File: src/hw/amp_ctrl_pkg.sv
package amp_ctrl_pkg;

    // Register bus geometry.
    localparam int ADDR_W = 3;
    localparam int DATA_W = 8;

    // Gains travel as signed half-decibel counts so that 1.5 dB steps stay exact.
    localparam int GAIN_W = 9;
    localparam int VOL_W = 5;
    localparam int STAGE_W = 2;

    // Register offsets.
    localparam logic [ADDR_W-1:0] SHUTDOWN_CTRL_OFS = 3'h0;
    localparam logic [ADDR_W-1:0] OUTPUT_ONOFF_OFS = 3'h1;
    localparam logic [ADDR_W-1:0] MONO_VOLUME_OFS = 3'h2;
    localparam logic [ADDR_W-1:0] LEFT_VOLUME_OFS = 3'h3;
    localparam logic [ADDR_W-1:0] RIGHT_VOLUME_OFS = 3'h4;
    localparam logic [ADDR_W-1:0] STAGE_GAIN_OFS = 3'h5;
    localparam logic [ADDR_W-1:0] INPUT_MODE_OFS = 3'h6;
    localparam logic [ADDR_W-1:0] STATUS_OFS = 3'h7;

    // Field positions.
    localparam int MASTER_POWER_BIT = 0;
    localparam int SPK_LEFT_EN_BIT = 0;
    localparam int SPK_RIGHT_EN_BIT = 1;
    localparam int HP_LEFT_EN_BIT = 2;
    localparam int HP_RIGHT_EN_BIT = 3;
    localparam int SPK_LEFT_GAIN_LSB = 0;
    localparam int SPK_RIGHT_GAIN_LSB = 2;
    localparam int HP_GAIN_LSB = 4;
    localparam int MODE_SEL_A_BIT = 1;
    localparam int MODE_SEL_B_BIT = 0;
    localparam int STATUS_CONFIG_LSB = 4;
    localparam int STATUS_SINGLE_BIT = 7;

    // Reset values: powered down, outputs off, quietest volume, least stage gain.
    localparam logic POWER_RESET = 1'b0;
    localparam logic [3:0] ONOFF_RESET = 4'h0;
    localparam logic [VOL_W-1:0] VOLUME_RESET = 5'h00;
    localparam logic [STAGE_W-1:0] SPK_STAGE_RESET = 2'h3;
    localparam logic [STAGE_W-1:0] HP_STAGE_RESET = 2'h2;
    localparam logic [1:0] MODE_RESET = 2'h0;

    // Volume: coarse segment for the lowest codes, then a uniform ramp.
    localparam logic [VOL_W-1:0] VOL_FINE_FIRST = 5'h09;
    localparam logic signed [GAIN_W-1:0] VOL_ZERO_CODE = 9'sh013;
    localparam logic signed [GAIN_W-1:0] VOL_STEP_HDB = 9'sh003;
    localparam logic signed [GAIN_W-1:0] VOL_COARSE_HDB [0:8] = '{
        -9'sh072, -9'sh062, -9'sh054, -9'sh045, -9'sh03D,
        -9'sh036, -9'sh030, -9'sh02A, -9'sh024};

    // Output stages.
    localparam logic signed [GAIN_W-1:0] SPK_STEP_HDB = 9'sh004;
    localparam logic signed [GAIN_W-1:0] SPK_SINGLE_BOOST_HDB = 9'sh00C;
    localparam logic signed [GAIN_W-1:0] HP_0DB_HDB = 9'sh000;
    localparam logic signed [GAIN_W-1:0] HP_M6DB_HDB = -9'sh00C;
    localparam logic signed [GAIN_W-1:0] HP_M12DB_HDB = -9'sh018;

    // Input mode pair {select_a, select_b}.
    localparam logic [1:0] MODE_DIFF = 2'h0;
    localparam logic [1:0] MODE_NEG_ONLY = 2'h1;
    localparam logic [1:0] MODE_POS_ONLY = 2'h2;
    localparam logic [1:0] MODE_MIXED = 2'h3;

    // Shutdown configurations.
    localparam logic [2:0] CFG_FULL_SHUTDOWN = 3'h0;
    localparam logic [2:0] CFG_OUTPUTS_OFF = 3'h1;
    localparam logic [2:0] CFG_SPEAKERS_ONLY = 3'h2;
    localparam logic [2:0] CFG_HEADPHONES_ONLY = 3'h3;
    localparam logic [2:0] CFG_ALL_OUTPUTS = 3'h4;

endpackage

File: src/hw/amp_gain_shutdown_ctrl.sv
// Operation
// - Master power bit high powers the whole device; low powers it down.
// - Output bits 3..0 enable right headphone, left headphone, right speaker, left speaker.
// - Mono, left and right paths each have a 5-bit, 32-step volume code.
// - Codes 0 to 8 follow a coarse non-uniform table from -57 dB.
// - From code 9 upward each step adds 1.5 dB; code 19 is 0 dB.
// - Path total gain is volume level plus that path's output-stage gain.
// - Speaker stage codes give 6,4,2,0 dB, or 12,10,8,6 dB with one signal.
// - One single-ended signal per channel raises speaker gain by 6 dB.
// - Headphone stage codes 00, 01, 10 give 0, -6, -12 dB.
// - Headphone stage gain ignores the stereo input mode.
// - Both mode select bits clear puts stereo inputs in differential mode.
// - Mono path is always differential and ignores the mode select bits.
// - Five shutdown configurations come from power and channel enable writes.
// - Mode 01 negative inputs, 10 positive inputs, 11 both inputs mixed.
//
// Decided for this implementation: the address-and-strobe port and the placing of the registers.
module amp_gain_shutdown_ctrl
    import amp_ctrl_pkg::*;
(
    input wire logic CLK_SYS,
    input wire logic RESET,
    input wire logic CE,
    input wire logic [ADDR_W-1:0] REG_ADDR,
    input wire logic [DATA_W-1:0] REG_WDATA,
    input wire logic REG_WR,
    input wire logic REG_RD,
    output logic [DATA_W-1:0] REG_RDATA,
    output logic DEVICE_POWERED,
    output logic [3:0] CHANNEL_ACTIVE,
    output logic [2:0] SHUTDOWN_CONFIG,
    output logic [1:0] STEREO_INPUT_MODE,
    output logic MONO_DIFFERENTIAL,
    output logic SPK_SINGLE_SIGNAL,
    output logic signed [GAIN_W-1:0] SPK_LEFT_GAIN,
    output logic signed [GAIN_W-1:0] SPK_RIGHT_GAIN,
    output logic signed [GAIN_W-1:0] HP_LEFT_GAIN,
    output logic signed [GAIN_W-1:0] HP_RIGHT_GAIN,
    output logic signed [GAIN_W-1:0] MONO_SPK_LEFT_GAIN,
    output logic signed [GAIN_W-1:0] MONO_SPK_RIGHT_GAIN,
    output logic signed [GAIN_W-1:0] MONO_HP_GAIN
);

    ////////////////////////////////////////////////////////////////////////////////
    // Decoding helpers, each used for several paths.
    // Half-decibel units keep every step an integer.

    // Volume code to half-decibel gain.
    // Low codes are irregular and sit in a table;
    // above them a subtract and multiply do the work.
    function automatic logic signed [GAIN_W-1:0] volume_hdb(input logic [VOL_W-1:0] code);
        logic signed [GAIN_W-1:0] fine;

        fine = ($signed({4'h0, code}) - VOL_ZERO_CODE) * VOL_STEP_HDB;
        if (code < VOL_FINE_FIRST) begin
            volume_hdb = VOL_COARSE_HDB[code[3:0]];
        end else begin
            volume_hdb = fine;
        end
    endfunction

    // Speaker stage: two decibels per code step, six more with a lone signal.
    // Higher codes mean less gain, hence the inversion.
    function automatic logic signed [GAIN_W-1:0] speaker_stage_hdb(
        input logic [STAGE_W-1:0] code,
        input logic single
    );
        logic signed [GAIN_W-1:0] base;

        base = $signed({7'h00, ~code}) * SPK_STEP_HDB;
        if (single) begin
            speaker_stage_hdb = base + SPK_SINGLE_BOOST_HDB;
        end else begin
            speaker_stage_hdb = base;
        end
    endfunction

    // Headphone stage; no mode input, so the input mode cannot reach it.
    // Code 11 takes the quietest entry, so a stray write
    // never makes the headphones louder than a legal one.
    function automatic logic signed [GAIN_W-1:0] headphone_stage_hdb(
        input logic [STAGE_W-1:0] code
    );
        case (code)
            2'h0: headphone_stage_hdb = HP_0DB_HDB;
            2'h1: headphone_stage_hdb = HP_M6DB_HDB;
            2'h2: headphone_stage_hdb = HP_M12DB_HDB;
            default: headphone_stage_hdb = HP_M12DB_HDB;
        endcase
    endfunction

    ////////////////////////////////////////////////////////////////////////////////
    // Software-written settings.
    // Settings may be written while powered down, so a
    // host can prepare gains before turning outputs on.

    // Power and channel enables.
    logic power_reg;
    logic [3:0] onoff_reg;

    // Volume codes.
    logic [VOL_W-1:0] mono_volume_reg;
    logic [VOL_W-1:0] left_volume_reg;
    logic [VOL_W-1:0] right_volume_reg;

    // Output-stage codes.
    logic [STAGE_W-1:0] speaker_left_stage_gain;
    logic [STAGE_W-1:0] speaker_right_stage_gain;
    logic [STAGE_W-1:0] headphone_stage_gain;

    // Input mode pair and qualified strobes.
    logic input_mode_select_a;
    logic input_mode_select_b;
    logic wr_en;
    logic rd_en;

    // The bus never waits; a low clock enable simply drops the access.
    // Qualifying here means no register misses the enable.
    assign wr_en = REG_WR && CE;
    assign rd_en = REG_RD && CE;

    // Master power bit.
    // It gates every channel; an enable alone starts nothing.
    always_ff @(posedge CLK_SYS or posedge RESET) begin
        if (RESET) begin
            power_reg <= POWER_RESET;
        end else if (wr_en && REG_ADDR == SHUTDOWN_CTRL_OFS) begin
            power_reg <= REG_WDATA[MASTER_POWER_BIT];
        end
    end

    // Per-channel output enables.
    always_ff @(posedge CLK_SYS or posedge RESET) begin
        if (RESET) begin
            onoff_reg <= ONOFF_RESET;
        end else if (wr_en && REG_ADDR == OUTPUT_ONOFF_OFS) begin
            onoff_reg <= REG_WDATA[HP_RIGHT_EN_BIT:SPK_LEFT_EN_BIT];
        end
    end

    // Volume codes for the three input paths.
    // One address per strobe, so one code changes at most.
    always_ff @(posedge CLK_SYS or posedge RESET) begin
        if (RESET) begin
            mono_volume_reg <= VOLUME_RESET;
            left_volume_reg <= VOLUME_RESET;
            right_volume_reg <= VOLUME_RESET;
        end else if (wr_en) begin
            if (REG_ADDR == MONO_VOLUME_OFS) begin
                mono_volume_reg <= REG_WDATA[VOL_W-1:0];
            end
            if (REG_ADDR == LEFT_VOLUME_OFS) begin
                left_volume_reg <= REG_WDATA[VOL_W-1:0];
            end
            if (REG_ADDR == RIGHT_VOLUME_OFS) begin
                right_volume_reg <= REG_WDATA[VOL_W-1:0];
            end
        end
    end

    // Output-stage gain codes share one register.
    // All three fields load together from one byte.
    always_ff @(posedge CLK_SYS or posedge RESET) begin
        if (RESET) begin
            speaker_left_stage_gain <= SPK_STAGE_RESET;
            speaker_right_stage_gain <= SPK_STAGE_RESET;
            headphone_stage_gain <= HP_STAGE_RESET;
        end else if (wr_en && REG_ADDR == STAGE_GAIN_OFS) begin
            speaker_left_stage_gain <= REG_WDATA[SPK_LEFT_GAIN_LSB +: STAGE_W];
            speaker_right_stage_gain <= REG_WDATA[SPK_RIGHT_GAIN_LSB +: STAGE_W];
            headphone_stage_gain <= REG_WDATA[HP_GAIN_LSB +: STAGE_W];
        end
    end

    // Stereo input mode pair.
    // Both bits load on one edge; no half mode is decoded.
    always_ff @(posedge CLK_SYS or posedge RESET) begin
        if (RESET) begin
            input_mode_select_a <= MODE_RESET[MODE_SEL_A_BIT];
            input_mode_select_b <= MODE_RESET[MODE_SEL_B_BIT];
        end else if (wr_en && REG_ADDR == INPUT_MODE_OFS) begin
            input_mode_select_a <= REG_WDATA[MODE_SEL_A_BIT];
            input_mode_select_b <= REG_WDATA[MODE_SEL_B_BIT];
        end
    end

    ////////////////////////////////////////////////////////////////////////////////
    // Combinational decode of the settings.
    // Nothing here holds state; outputs below register it.

    // Mode and power decode.
    logic [1:0] mode_pair;
    logic single_signal;
    logic [3:0] active_next;
    logic [2:0] config_next;

    // Path levels.
    logic signed [GAIN_W-1:0] vol_mono;
    logic signed [GAIN_W-1:0] vol_left;
    logic signed [GAIN_W-1:0] vol_right;

    // Path stage gains.
    logic signed [GAIN_W-1:0] stage_spk_left;
    logic signed [GAIN_W-1:0] stage_spk_right;
    logic signed [GAIN_W-1:0] stage_mono_spk_left;
    logic signed [GAIN_W-1:0] stage_mono_spk_right;
    logic signed [GAIN_W-1:0] stage_hp;

    assign mode_pair = {input_mode_select_a, input_mode_select_b};

    // Only the one-sided modes leave a lone signal on each stereo channel; the mixed
    // mode applies two signals and so keeps the differential gain column.
    // Mode 00 is plain differential and adds nothing.
    always_comb begin
        case (mode_pair)
            MODE_DIFF: single_signal = 1'b0;
            MODE_NEG_ONLY: single_signal = 1'b1;
            MODE_POS_ONLY: single_signal = 1'b1;
            MODE_MIXED: single_signal = 1'b0;
            default: single_signal = 1'b0;
        endcase
    end

    // A channel runs only when the whole device is powered as well.
    // Power-down keeps the enables for the next power-up.
    assign active_next = power_reg ? onoff_reg : 4'h0;

    // Classify the power and enable combination into one of five configurations.
    // Any enabled channel marks its whole group in use.
    always_comb begin
        config_next = CFG_FULL_SHUTDOWN;
        if (power_reg) begin
            case ({|active_next[HP_RIGHT_EN_BIT:HP_LEFT_EN_BIT],
                   |active_next[SPK_RIGHT_EN_BIT:SPK_LEFT_EN_BIT]})
                2'h0: config_next = CFG_OUTPUTS_OFF;
                2'h1: config_next = CFG_SPEAKERS_ONLY;
                2'h2: config_next = CFG_HEADPHONES_ONLY;
                default: config_next = CFG_ALL_OUTPUTS;
            endcase
        end
    end

    // Per-path level and stage gains.
    // Mono always takes the differential speaker column.
    assign vol_mono = volume_hdb(mono_volume_reg);
    assign vol_left = volume_hdb(left_volume_reg);
    assign vol_right = volume_hdb(right_volume_reg);
    assign stage_spk_left = speaker_stage_hdb(speaker_left_stage_gain, single_signal);
    assign stage_spk_right = speaker_stage_hdb(speaker_right_stage_gain, single_signal);
    assign stage_mono_spk_left = speaker_stage_hdb(speaker_left_stage_gain, 1'b0);
    assign stage_mono_spk_right = speaker_stage_hdb(speaker_right_stage_gain, 1'b0);
    assign stage_hp = headphone_stage_hdb(headphone_stage_gain);

    ////////////////////////////////////////////////////////////////////////////////
    // Registered outputs: state and path totals.

    // Power and channel state; registering costs one cycle but gives clean levels.
    // All outputs move on one edge; no mixed state shows.
    always_ff @(posedge CLK_SYS or posedge RESET) begin
        if (RESET) begin
            DEVICE_POWERED <= 1'b0;
            CHANNEL_ACTIVE <= 4'h0;
            SHUTDOWN_CONFIG <= CFG_FULL_SHUTDOWN;
            STEREO_INPUT_MODE <= MODE_DIFF;
            MONO_DIFFERENTIAL <= 1'b1;
            SPK_SINGLE_SIGNAL <= 1'b0;
        end else if (CE) begin
            DEVICE_POWERED <= power_reg;
            CHANNEL_ACTIVE <= active_next;
            SHUTDOWN_CONFIG <= config_next;
            STEREO_INPUT_MODE <= mode_pair;
            MONO_DIFFERENTIAL <= 1'b1;
            SPK_SINGLE_SIGNAL <= single_signal;
        end
    end

    // Totals are level plus stage; ranges stay well inside the signed width.
    // All three headphone totals share one stage code.
    always_ff @(posedge CLK_SYS or posedge RESET) begin
        if (RESET) begin
            SPK_LEFT_GAIN <= '0;
            SPK_RIGHT_GAIN <= '0;
            HP_LEFT_GAIN <= '0;
            HP_RIGHT_GAIN <= '0;
            MONO_SPK_LEFT_GAIN <= '0;
            MONO_SPK_RIGHT_GAIN <= '0;
            MONO_HP_GAIN <= '0;
        end else if (CE) begin
            SPK_LEFT_GAIN <= vol_left + stage_spk_left;
            SPK_RIGHT_GAIN <= vol_right + stage_spk_right;
            HP_LEFT_GAIN <= vol_left + stage_hp;
            HP_RIGHT_GAIN <= vol_right + stage_hp;
            MONO_SPK_LEFT_GAIN <= vol_mono + stage_mono_spk_left;
            MONO_SPK_RIGHT_GAIN <= vol_mono + stage_mono_spk_right;
            MONO_HP_GAIN <= vol_mono + stage_hp;
        end
    end

    ////////////////////////////////////////////////////////////////////////////////
    // Read-back path.

    logic [DATA_W-1:0] read_mux;

    // Unused bits and unmapped offsets read as zero.
    // Status shows registered outputs, a cycle later.
    always_comb begin
        read_mux = '0;
        case (REG_ADDR)
            SHUTDOWN_CTRL_OFS: read_mux[MASTER_POWER_BIT] = power_reg;
            OUTPUT_ONOFF_OFS: read_mux[HP_RIGHT_EN_BIT:SPK_LEFT_EN_BIT] = onoff_reg;
            MONO_VOLUME_OFS: read_mux[VOL_W-1:0] = mono_volume_reg;
            LEFT_VOLUME_OFS: read_mux[VOL_W-1:0] = left_volume_reg;
            RIGHT_VOLUME_OFS: read_mux[VOL_W-1:0] = right_volume_reg;
            STAGE_GAIN_OFS: begin
                read_mux[SPK_LEFT_GAIN_LSB +: STAGE_W] = speaker_left_stage_gain;
                read_mux[SPK_RIGHT_GAIN_LSB +: STAGE_W] = speaker_right_stage_gain;
                read_mux[HP_GAIN_LSB +: STAGE_W] = headphone_stage_gain;
            end
            INPUT_MODE_OFS: begin
                read_mux[MODE_SEL_A_BIT] = input_mode_select_a;
                read_mux[MODE_SEL_B_BIT] = input_mode_select_b;
            end
            STATUS_OFS: begin
                read_mux[HP_RIGHT_EN_BIT:SPK_LEFT_EN_BIT] = CHANNEL_ACTIVE;
                read_mux[STATUS_CONFIG_LSB +: 3] = SHUTDOWN_CONFIG;
                read_mux[STATUS_SINGLE_BIT] = SPK_SINGLE_SIGNAL;
            end
            default: read_mux = '0;
        endcase
    end

    // Read data stand only in the cycle after the strobe; otherwise zero.
    // Zero between reads keeps stale data off the bus.
    always_ff @(posedge CLK_SYS or posedge RESET) begin
        if (RESET) begin
            REG_RDATA <= '0;
        end else if (CE) begin
            REG_RDATA <= rd_en ? read_mux : '0;
        end
    end

endmodule

File: config.mk
export PLATFORM = sky130hd
export DESIGN_NAME = amp_gain_shutdown_ctrl
export DESIGN_NICKNAME = d
export VERILOG_FILES = /design/src/hw/amp_ctrl_pkg.sv /design/src/hw/amp_gain_shutdown_ctrl.sv
export SDC_FILE = /design/constraint.sdc
export NUM_CORES = 1
export LEC_CHECK = 0
export ABC_AREA = 1
export BUFFER_PORTS_ARGS = -buffer_cell sky130_fd_sc_hd__buf_2
export CAP_MARGIN = 20
export CORE_UTILIZATION = 55
export DETAILED_ROUTE_END_ITERATION = 7
export HOLD_SLACK_MARGIN = 0.05
export PLACE_DENSITY = 0.77
export SLEW_MARGIN = 5
export SYNTH_ARGS = -nofsm -noshare
export SYNTH_HDL_FRONTEND = slang
export SYNTH_SLANG_ARGS = --single-unit
File: constraint.sdc
create_clock -name CLK_SYS -period 4.6 [get_ports CLK_SYS]
set_input_delay 0 -clock CLK_SYS [delete_from_list [all_inputs] [get_ports CLK_SYS]]
set_output_delay 0 -clock CLK_SYS [all_outputs]
set_load 0.1 [all_outputs]
==> impl_results.md, run 1 <==
- Result of the run: finished clean
- Fraction of final layout cells with drive strength greater than 1: 0.152
- Reg-to-reg endpoint: MONO_HP_GAIN[8]$_DFFE_PP0P_
- Count of maximum capacitance violations: 0
- Port bufs: 95
- Number of design rule violations left after detail routing: 0
- Post-DP HPWL: 13,100 um
- Count of pins over their slew limit: 0
- Most frequent cells in the layout: nand2_1, dfrtp_1, inv_1
- Number of nets with antenna violations after routing: 0
- Count of TritonRoute iterations in the first routing pass: 6
- Die outline height: 116 um
- Worst EP arrival: 4190 ps
- Endpoint class of the critical path: flip-flop
- Core area: 12,700 um2
- Hold Path Stages: 4
- Portion of synthesized cell area occupied by the leading cell type: 0.338
- Worst Reg-to-Reg Cells: 18
- I/O pin count: 99
- Start point of the worst min-delay path: REG_ADDR[1]
- Synth warnings: 0
- Normalized max-slew margin: 0.470
- Worst min-delay path class: input pin to flip-flop
- Final nets: 1,122
- Post-layout minimum cycle time: 3940 ps
- Clock skew after layout: 14.1 ps
- Via count of the first global-routing pass: 5,783
- Routed length per placed instance: 14.4 um
- Synthesis-to-finish area growth: 12.6%
- Filler Cells Inserted: 1,123
- Highest Clock Rate: 0.254 GHz
- Horiz. Die Dim: 116 um
- Wire length of the first global-routing pass: 28,400 um
- Via Count: 6,427
- Post-detailed-routing wire length: 17,300 um
- Post-synth EDFFs: 0
- Gp weighted congestion: 0.959
- Critical path peak fanout: 10
- Number of distinct standard cells referenced by the synthesized netlist: 50
- Cell area after synthesis: 7180 um2
- Clock tree from TritonCTS: built
- Clock root buffer: clkbuf_16
- CTS max path bufs: 2
- Number of setup violations in the final report: 0
- Regs by FF count: MONO_SPK_LEFT_GAIN (9), SPK_LEFT_GAIN (9), SPK_RIGHT_GAIN (9)
- Initial core utilization: 0.567
- Vias per cell: 5.35
- Final hold viol count: 0
- Most common library cell in the layout ignoring fill and taps: nand2_1
- Core Rows: 41
- Setup TNS: 0 ps
- Largest cells by area after synthesis: dfrtp_1, nand2_1, ha_1
- Startpoint of the worst-slack reg-to-reg timing path: mono_volume_reg[0]$_DFFE_PP0P_
- Share of flip-flops with an asynchronous set or reset: 1.00
- Dominant register cell in the synthesized netlist: dfrtp_1
- R2R setup slack: 660 ps
- Register area share after synthesis: 0.356
- Total GRT Usage: 0.271
- Cell count after placement: 1,177
- Actual slew at the worst max-slew pin: 789 ps
- Leading area contributor after synthesis: dfrtp_1
- Number of clock sinks seen by CTS: 102
- Initial antenna violation count: 0
- Startpoint Class: flip-flop
- First-iteration detailed-routing DRC count: 568
- Htree depth: 3
- Die area: 13,500 um2
- Hold Path Sink: power_reg$_DFFE_PP0P_
- Register bit count reported by yosys: 102
- Total global routing overflow: 0
- Clock transition at the registers of the reported paths: 80 ps
- Clock insertion delay at the later pin of the skew report: 370 ps
- Data required time of the critical path: 4850 ps
- Cts bufs inserted: 9
- Mapped Cells: 939
- Count of instances resized after the clock tree is built: 0
- Final cell count without fillers: 1,201
- Post-synthesis average cell area: 7.65 um2
- Fin crit share: 0.856
- Pin count of the biggest net entering global routing: 60
- Post-synthesis net count: 1,037
- Antenna cell count: 0
- Beginning of the critical path: mono_volume_reg[0]$_DFFE_PP0P_
- Classification of the worst setup path: flip-flop to flip-flop
- Unrepaired setup endpoints after global routing: no
-- layout make-up --
type                       instances  area (um2)  share of cell area
clock inverter                     6        55.1             0.00681
tap                              172         215              0.0266
clock buffer                      10         239              0.0296
multi-input combinational        700        4040               0.500
sequential                       102        2560               0.316
inverter                         105         399              0.0494
timing repair buffer             106         578              0.0715
-- worst max path at each step --
| stage | end | slack [ps] | cells after the start |
|---|---|---|---|
| floorplan | MONO_HP_GAIN[8]$_DFFE_PP0P_ | 1150 | 18 |
| global placement | MONO_HP_GAIN[8]$_DFFE_PP0P_ | 740 | 18 |
| detailed placement | MONO_HP_GAIN[7]$_DFFE_PP0P_ | 680 | 17 |
| CTS | MONO_HP_GAIN[7]$_DFFE_PP0P_ | 660 | 17 |
| global route | MONO_HP_GAIN[7]$_DFFE_PP0P_ | 210 | 17 |
| finish | MONO_HP_GAIN[8]$_DFFE_PP0P_ | 660 | 18 |
-- Yosys cell counts (3+ instances only) --
master / n
a21oi_1: 33
a21oi_2: 3
a22o_1: 3
a22oi_1: 3
a31oi_1: 6
buf_1: 3
buf_2: 4
buf_4: 10
clkbuf_1: 12
dfrtp_1: 97
dfstp_2: 5
fa_1: 10
ha_1: 72
inv_1: 98
inv_2: 5
nand2_1: 269
nand2_2: 5
nand2_4: 3
nand3_1: 70
nand3_2: 3
nand3b_1: 3
nand4_1: 9
nor2_1: 58
nor2_2: 8
nor3_1: 7
o211ai_1: 3
o21ai_0: 83
o22ai_1: 15
xnor2_1: 6
xor2_1: 8
-- cells by family after synthesis --
family	Yosys count	synth area share
compound gates	159	0.125
xor+xnor	14	0.0171
fa+ha+maj	82	0.153
buf+inv	137	0.0813
flops	102	0.356
other cells	1	0.000522
simple gates	444	0.266
-- critical path, cell delays in order, from the launching register on --
cell and delay (ps):
dfrtp_1 590, ha_1 250, inv_1 60, nor2_1 130, nor2_1 80, ha_1 290, ha_1 260, fa_1 430
o21ai_0 470, inv_1 230, fa_1 470, nand3_1 110, nand3_1 90, inv_1 60, nand2_1 60, nand2_1 70
nand2_1 40, nand3_1 70, nand2_1 60
-- per-layer routing --
metal	track usage	wire, um	vias to the layer above
met5	0	0	-
li1	-	-	3248
met1	0.385	8190	2940
met3	0.0358	946	27
met2	0.426	7830	212
met4	0.0906	341	0
-- stage by stage --
stage / setup WS [ps] / hold slack [ps] / cell area, um2 / util
after floorplan: 1150 / 116 / 7180 / -
after global placement: 738 / 98.2 / 7710 / 0.609
after detailed placement: 681 / 101 / 7710 / 0.609
after CTS: 660 / 56.8 / 8090 / 0.638
after global routing: 211 / 90.3 / 8090 / 0.638
final: 661 / 76.4 / 8090 / 0.638
-- timing repair --
item / 4_1_cts / 5_1_grt
hold endpoints to repair: 63 / 0
buffers inserted: 0 / 0
hold buffers: 8 / 0
Power of run 1 is not shown: default switching activity piles up to over one toggle a cycle in this logic, so the estimate is an artifact.
==> run 2, diff against run 1 <==
--- a/config.mk
+++ b/config.mk
@@ -8,6 +8,7 @@
 export ABC_AREA = 1
 export BUFFER_PORTS_ARGS = -buffer_cell sky130_fd_sc_hd__buf_2
 export CAP_MARGIN = 20
+export CORE_MARGIN = 10
 export CORE_UTILIZATION = 55
 export DETAILED_ROUTE_END_ITERATION = 7
 export HOLD_SLACK_MARGIN = 0.05
==> constraint.sdc (replaced) <==
create_clock -name CLK_SYS -period 4.6 [get_ports CLK_SYS]
set_input_delay 0.23 -clock CLK_SYS [delete_from_list [all_inputs] [get_ports CLK_SYS]]
set_output_delay 0.23 -clock CLK_SYS [all_outputs]
set_load 0.1 [all_outputs]
==> impl_results.md, run 2 (synthesis results as in run 1) <==
- Count of TritonRoute iterations in the first routing pass: 5 (was 6)
- Number of design rule violations left after detail routing: 0 (unchanged)
- Routed length per placed instance: 15.1 um (was 14.4 um)
- Core Rows: 41 (unchanged)
- Hold slack: 18.5 ps (was 76.4 ps)
- Synthesis-to-finish area growth: 11.7% (was 12.6%)
- Final nets: 1,114 (was 1,122)
- Clock root buffer: clkbuf_16 (unchanged)
- Count of instances resized after the clock tree is built: 0 (unchanged)
- Count of maximum capacitance violations: 0 (unchanged)
- Horiz. Die Dim: 134 um (was 116 um)
- Filler Cells Inserted: 1,177 (was 1,123)
- Post-detailed-routing wire length: 18,000 um (was 17,300 um)
- Final hold viol count: 0 (unchanged)
- Post-DP HPWL: 13,600 um (was 13,100 um)
- Vias per cell: 5.32 (was 5.35)
- CTS max path bufs: 2 (unchanged)
- Via Count: 6,352 (was 6,427)
- Normalized max-slew margin: 0.363 (was 0.470)
- Post-cts hold buffer count: 0 (was 8)
- Die outline height: 134 um (was 116 um)
- Post-layout minimum cycle time: 3980 ps (was 3940 ps)
- Gp weighted congestion: 0.931 (was 0.959)
- Result of the run: finished clean (unchanged)
- Data required time of the critical path: 4860 ps (was 4850 ps)
- Cts bufs inserted: 9 (unchanged)
- Pin count of the biggest net entering global routing: 69 (was 60)
- Fraction of final layout cells with drive strength greater than 1: 0.153 (was 0.152)
- Die area: 18,000 um2 (was 13,500 um2)
- Clock skew after layout: 8.38 ps (was 14.1 ps)
- Number of setup violations in the final report: 0 (unchanged)
- Clock transition at the registers of the reported paths: 80 ps (about the same)
- Total GRT Usage: 0.200 (was 0.271)
- Worst EP arrival: 4240 ps (was 4190 ps)
- Setup TNS: 0 ps (unchanged)
- Regs by FF count: MONO_SPK_LEFT_GAIN (9), SPK_LEFT_GAIN (9), SPK_RIGHT_GAIN (9) (unchanged)
- Initial antenna violation count: 0 (unchanged)
- Classification of the worst setup path: flip-flop to flip-flop (unchanged)
- Clock tree from TritonCTS: built (unchanged)
- Antenna cell count: 0 (unchanged)
- I/O pin count: 99 (unchanged)
- Highest Clock Rate: 0.251 GHz (was 0.254 GHz)
- Total global routing overflow: 0 (unchanged)
- Worst min-delay path class: input pin to async pin (was input pin to flip-flop)
- Endpoint class of the critical path: flip-flop (unchanged)
- First-iteration detailed-routing DRC count: 468 (was 568)
- Unrepaired setup endpoints after global routing: no (unchanged)
- Port bufs: 95 (unchanged)
- Fin area: 8020 um2 (was 8090 um2)
- Number of nets with antenna violations after routing: 0 (unchanged)
- Count of pins over their slew limit: 0 (unchanged)
- Most common library cell in the layout ignoring fill and taps: nand2_1 (unchanged)
- Wire length of the first global-routing pass: 29,600 um (was 28,400 um)
- Post-CTS setup buffer count: 0 (unchanged)
- Htree depth: 3 (unchanged)
- Post-place instance area: 7710 um2 (unchanged)
- Via count of the first global-routing pass: 5,922 (was 5,783)
- Startpoint Class: flip-flop (unchanged)
- Fin crit share: 0.866 (was 0.856)
- Most frequent cells in the layout: nand2_1, dfrtp_1, inv_1 (unchanged)
- Clock insertion delay at the later pin of the skew report: 370 ps (about the same)
- Critical path peak fanout: 10 (unchanged)
- Initial core utilization: 0.565 (was 0.567)
- Number of clock sinks seen by CTS: 102 (unchanged)
- Core area: 12,700 um2 (about the same)
- Actual slew at the worst max-slew pin: 954 ps (was 789 ps)
run 2: changes by cell type in the layout (fill, tap and decap cells not counted):
cell / change
bufinv_16: +1
inv_6: -2
dlygate4sd3_1: -8
inv_8: +1
clkinvlp_4: +1
clkbuf_8: -1
run 2: final timing paths:
path                                                        start  slack [ps]  cells past startpoint                             endpoint
worst max-delay path               mono_volume_reg[0]$_DFFE_PP0P_         620                     18          MONO_HP_GAIN[8]$_DFFE_PP0P_
max in group asynchronous                                   RESET        3650                      3             REG_RDATA[2]$_DFFE_PP0P_
min in group CLK_SYS                                 REG_WDATA[5]         110                      3  headphone_stage_gain[1]$_DFFE_PP1P_
worst max register to register     mono_volume_reg[0]$_DFFE_PP0P_         620                     18          MONO_HP_GAIN[8]$_DFFE_PP0P_
worst min-delay path                                        RESET          20                      2         SPK_LEFT_GAIN[7]$_DFFE_PP0P_
worst min register to register  MONO_SPK_LEFT_GAIN[2]$_DFFE_PP0P_         470                      2    MONO_SPK_LEFT_GAIN[2]$_DFFE_PP0P_
run 2: routing by layer:
metal / track usage / part of all wire / vias to the layer above
met5: 0 / 0 / -
li1: - / - / 3224
met4: 0.0792 / 0.021 / 0
met3: 0.0377 / 0.059 / 28
met2: 0.305 / 0.44 / 192
met1: 0.272 / 0.48 / 2908
run 2: area by class of cell:
class / count / area [um2] / area share
Multi-Input combinational cell: 700 / 4040 / 0.504
Sequential cell: 102 / 2560 / 0.319
Timing Repair Buffer: 98 / 498 / 0.0621
Inverter: 105 / 399 / 0.0497
Clock buffer: 9 / 225 / 0.0281
Tap cell: 172 / 215 / 0.0268
Clock inverter: 7 / 86.3 / 0.0108
run 2: stage by stage:
stage                util  setup WS (ps)  instances
finish              0.631            615       1193
global placement    0.606            728       1177
CTS                 0.631            642       1193
global route        0.631            219       1193
floorplan               -           1150        939
detailed placement  0.606            672       1177
run 2: worst max-delay path, cell delays in order (launching register included):
cell	delay, ps
dfrtp_1	600
ha_1	260
inv_1	60
nor2_1	120
nor2_1	90
ha_1	290
ha_1	260
fa_1	430
o21ai_0	500
inv_1	230
fa_1	470
nand3_1	110
nand3_1	90
inv_1	60
nand2_1	60
nand2_1	70
nand2_1	40
nand3_1	70
nand2_1	60
Power of run 2 is left out for the same reason.
==> run 3, diff against run 2 <==
--- a/config.mk
+++ b/config.mk
@@ -5,7 +5,6 @@
 export SDC_FILE = /design/constraint.sdc
 export NUM_CORES = 1
 export LEC_CHECK = 0
-export ABC_AREA = 1
 export BUFFER_PORTS_ARGS = -buffer_cell sky130_fd_sc_hd__buf_2
 export CAP_MARGIN = 20
 export CORE_MARGIN = 10
==> impl_results.md, run 3 <==
- Most common library cell in the layout ignoring fill and taps: dfrtp_1 (was nand2_1)
- Placement-stage worst setup slack: 406 ps (was 672 ps)
- Count of instances resized after the clock tree is built: 0 (unchanged)
- Dominant cell by count in the synthesized netlist: dfrtp_1 (was nand2_1)
- Post-place instance area: 7800 um2 (was 7710 um2)
- Number of design rule violations left after detail routing: 0 (unchanged)
- Worst Reg-to-Reg Cells: 15 (was 18)
- Total GRT Usage: 0.191 (was 0.200)
- Cts bufs inserted: 9 (unchanged)
- Post-synthesis net count: 830 (was 1,037)
- Pin count of the biggest net entering global routing: 60 (was 69)
- Startpoint Class: flip-flop (unchanged)
- Clock root buffer: clkbuf_16 (unchanged)
- Post-cts hold buffer count: 1 (was 0)
- Clock tree from TritonCTS: built (unchanged)
- Regs by FF count: MONO_SPK_LEFT_GAIN (9), SPK_LEFT_GAIN (9), SPK_RIGHT_GAIN (9) (unchanged)
- Final hold viol count: 0 (unchanged)
- Number of distinct standard cells referenced by the synthesized netlist: 79 (was 50)
- Total global routing overflow: 0 (unchanged)
- Count of TritonRoute iterations in the first routing pass: 5 (unchanged)
- Via Count: 5,733 (was 6,352)
- Highest Clock Rate: 0.236 GHz (was 0.251 GHz)
- Beginning of the critical path: left_volume_reg[0]$_DFFE_PP0P_ (was mono_volume_reg[0]$_DFFE_PP0P_)
- Startpoint of the worst-slack reg-to-reg timing path: left_volume_reg[0]$_DFFE_PP0P_ (was mono_volume_reg[0]$_DFFE_PP0P_)
- Via count of the first global-routing pass: 5,684 (was 5,922)
- Portion of synthesized cell area occupied by the leading cell type: 0.332 (was 0.338)
- Final cell count without fillers: 980 (was 1,193)
- Wire length of the first global-routing pass: 28,500 um (was 29,600 um)
- Most frequent cells in the layout: dfrtp_1, buf_2, ha_1 (was nand2_1, dfrtp_1, inv_1)
- Endpoint class of the critical path: flip-flop (unchanged)
- Data required time of the critical path: 4880 ps (was 4860 ps)
- Count of pins over their slew limit: 0 (unchanged)
- Antenna cell count: 0 (unchanged)
- Reg-to-reg endpoint: HP_LEFT_GAIN[8]$_DFFE_PP0P_ (was MONO_HP_GAIN[8]$_DFFE_PP0P_)
- Fraction of final layout cells with drive strength greater than 1: 0.236 (was 0.153)
- Leading area contributor after synthesis: dfrtp_1 (unchanged)
- Routed length per placed instance: 17.8 um (was 15.1 um)
- Die area: 18,300 um2 (was 18,000 um2)
- Dominant register cell in the synthesized netlist: dfrtp_1 (unchanged)
- Classification of the worst setup path: flip-flop to flip-flop (unchanged)
- Unrepaired setup endpoints after global routing: no (unchanged)
- Synthesis-to-finish area growth: 10.8% (was 11.7%)
- Number of nets with antenna violations after routing: 0 (unchanged)
- Top cells by instance count after synthesis: dfrtp_1, ha_1, a21oi_1 (was nand2_1, inv_1, dfrtp_1)
- Post-synth EDFFs: 0 (unchanged)
- Synth warnings: 0 (unchanged)
- Htree depth: 3 (unchanged)
- Cell area after synthesis: 7320 um2 (was 7180 um2)
- Post-synthesis average cell area: 9.99 um2 (was 7.65 um2)
- Setup TNS: 0 ps (unchanged)
- First-iteration detailed-routing DRC count: 347 (was 468)
- Post-CTS setup buffer count: 0 (unchanged)
- Horiz. Die Dim: 135 um (was 134 um)
- Fin area: 8110 um2 (was 8020 um2)
- CTS max path bufs: 2 (unchanged)
- Final nets: 897 (was 1,114)
- Initial core utilization: 0.557 (was 0.565)
- Hold Path Sink: headphone_stage_gain[1]$_DFFE_PP1P_
- Register bit count reported by yosys: 102 (unchanged)
- Clock skew after layout: 7.29 ps (was 8.38 ps)
- Fin crit share: 0.921 (was 0.866)
- Number of setup violations in the final report: 0 (unchanged)
- Register area share after synthesis: 0.350 (was 0.356)
- Gp weighted congestion: 0.876 (was 0.931)
- Post-detailed-routing wire length: 17,400 um (was 18,000 um)
- Normalized max-slew margin: 0.315 (was 0.363)
- Die outline height: 135 um (was 134 um)
- Post-layout minimum cycle time: 4240 ps (was 3980 ps)
- Worst EP arrival: 4510 ps (was 4240 ps)
- Mapped Cells: 732 (was 939)
- Core Rows: 42 (was 41)
- Port bufs: 95 (unchanged)
- Worst Setup Slack, final: 365 ps (was 615 ps)
- Clock transition at the registers of the reported paths: 70 ps (was 80 ps)
- Actual slew at the worst max-slew pin: 1030 ps (was 954 ps)
- Filler Cells Inserted: 1,098 (was 1,177)
- Share of flip-flops with an asynchronous set or reset: 1.00 (unchanged)
- Number of clock sinks seen by CTS: 102 (unchanged)
- Critical path peak fanout: 11 (was 10)
- Hold Path Stages: 2
- Cell count after placement: 963 (was 1,177)
- Clock insertion delay at the later pin of the skew report: 360 ps (was 370 ps)
- R2R setup slack: 360 ps (was 620 ps)
- Count of maximum capacitance violations: 0 (unchanged)
- Largest cells by area after synthesis: dfrtp_1, ha_1, mux2_2 (was dfrtp_1, nand2_1, ha_1)
- Vias per cell: 5.85 (was 5.32)
- Worst min-delay path class: input pin to flip-flop (was input pin to async pin)
- Core area: 13,100 um2 (was 12,700 um2)
- Post-DP HPWL: 13,100 um (was 13,600 um)
- I/O pin count: 99 (unchanged)
- Start point of the worst min-delay path: REG_WDATA[5]
- Result of the run: finished clean (unchanged)
- Initial antenna violation count: 0 (unchanged)
run 3: changes by cell type after synthesis, sizes merged, moves of 13 or more:
cell and delta:
nand2 -234, inv -63, nand3 -59, mux2 +53, o21ai -52, xnor2 +30
a21oi +20, nor2 -16, a21o +13
run 3: area by class of cell:
class | count | area (um2) | share of cell area
clock buffers | 11 | 253 | 0.0312
clock inverters | 5 | 41.3 | 0.00509
inverters | 42 | 160 | 0.0198
multi-input cells | 544 | 4360 | 0.538
flip-flops and latches | 102 | 2560 | 0.316
well taps | 176 | 220 | 0.0272
repair buffers | 100 | 515 | 0.0636
run 3: critical path, cell delays in order (launching register included):
cell,delay [ps]
dfrtp_1,520
ha_1,330
nor3_1,200
xnor2_1,210
ha_1,290
ha_1,360
and3_1,180
or3_1,360
a31oi_1,310
inv_1,80
ha_1,340
a21oi_1,220
o21bai_1,90
a21oi_1,180
xnor3_1,320
a21oi_1,160
run 3: per-stage QoR:
step,util,hold slack [ps]
after floorplan,-,339
after global placement,0.594,328
after detailed placement,0.594,339
after CTS,0.617,113
after global routing,0.617,112
final,0.617,124
run 3: worst max path at each step:
stage	endpoint	depth (start not counted)	slack, ps
after floorplan	HP_LEFT_GAIN[8]$_DFFE_PP0P_	15	850
after CTS	HP_LEFT_GAIN[8]$_DFFE_PP0P_	15	360
after global placement	HP_LEFT_GAIN[8]$_DFFE_PP0P_	15	450
after global routing	HP_LEFT_GAIN[8]$_DFFE_PP0P_	15	50
after detailed placement	HP_LEFT_GAIN[8]$_DFFE_PP0P_	15	410
final	HP_LEFT_GAIN[8]$_DFFE_PP0P_	15	360
run 3: kinds of logic after synthesis:
kind of cell,synth area share
other,0.000513
AO/OA/AOI/OAI,0.168
flip-flops,0.350
multiplexers,0.0977
adder cells (fa/ha/maj),0.151
buffers and inverters,0.0544
AND/OR/NAND/NOR,0.112
XOR/XNOR,0.0669
run 3: metal layers:
| metal | vias to the layer above | GRT usage | share of wire |
|---|---|---|---|
| li1 | 2740 | - | - |
| met1 | 2837 | 0.245 | 0.44 |
| met2 | 138 | 0.319 | 0.49 |
| met3 | 18 | 0.0382 | 0.057 |
| met4 | 0 | 0.0538 | 0.013 |
| met5 | - | 0 | 0 |
Power of run 3 is left out for the same reason.
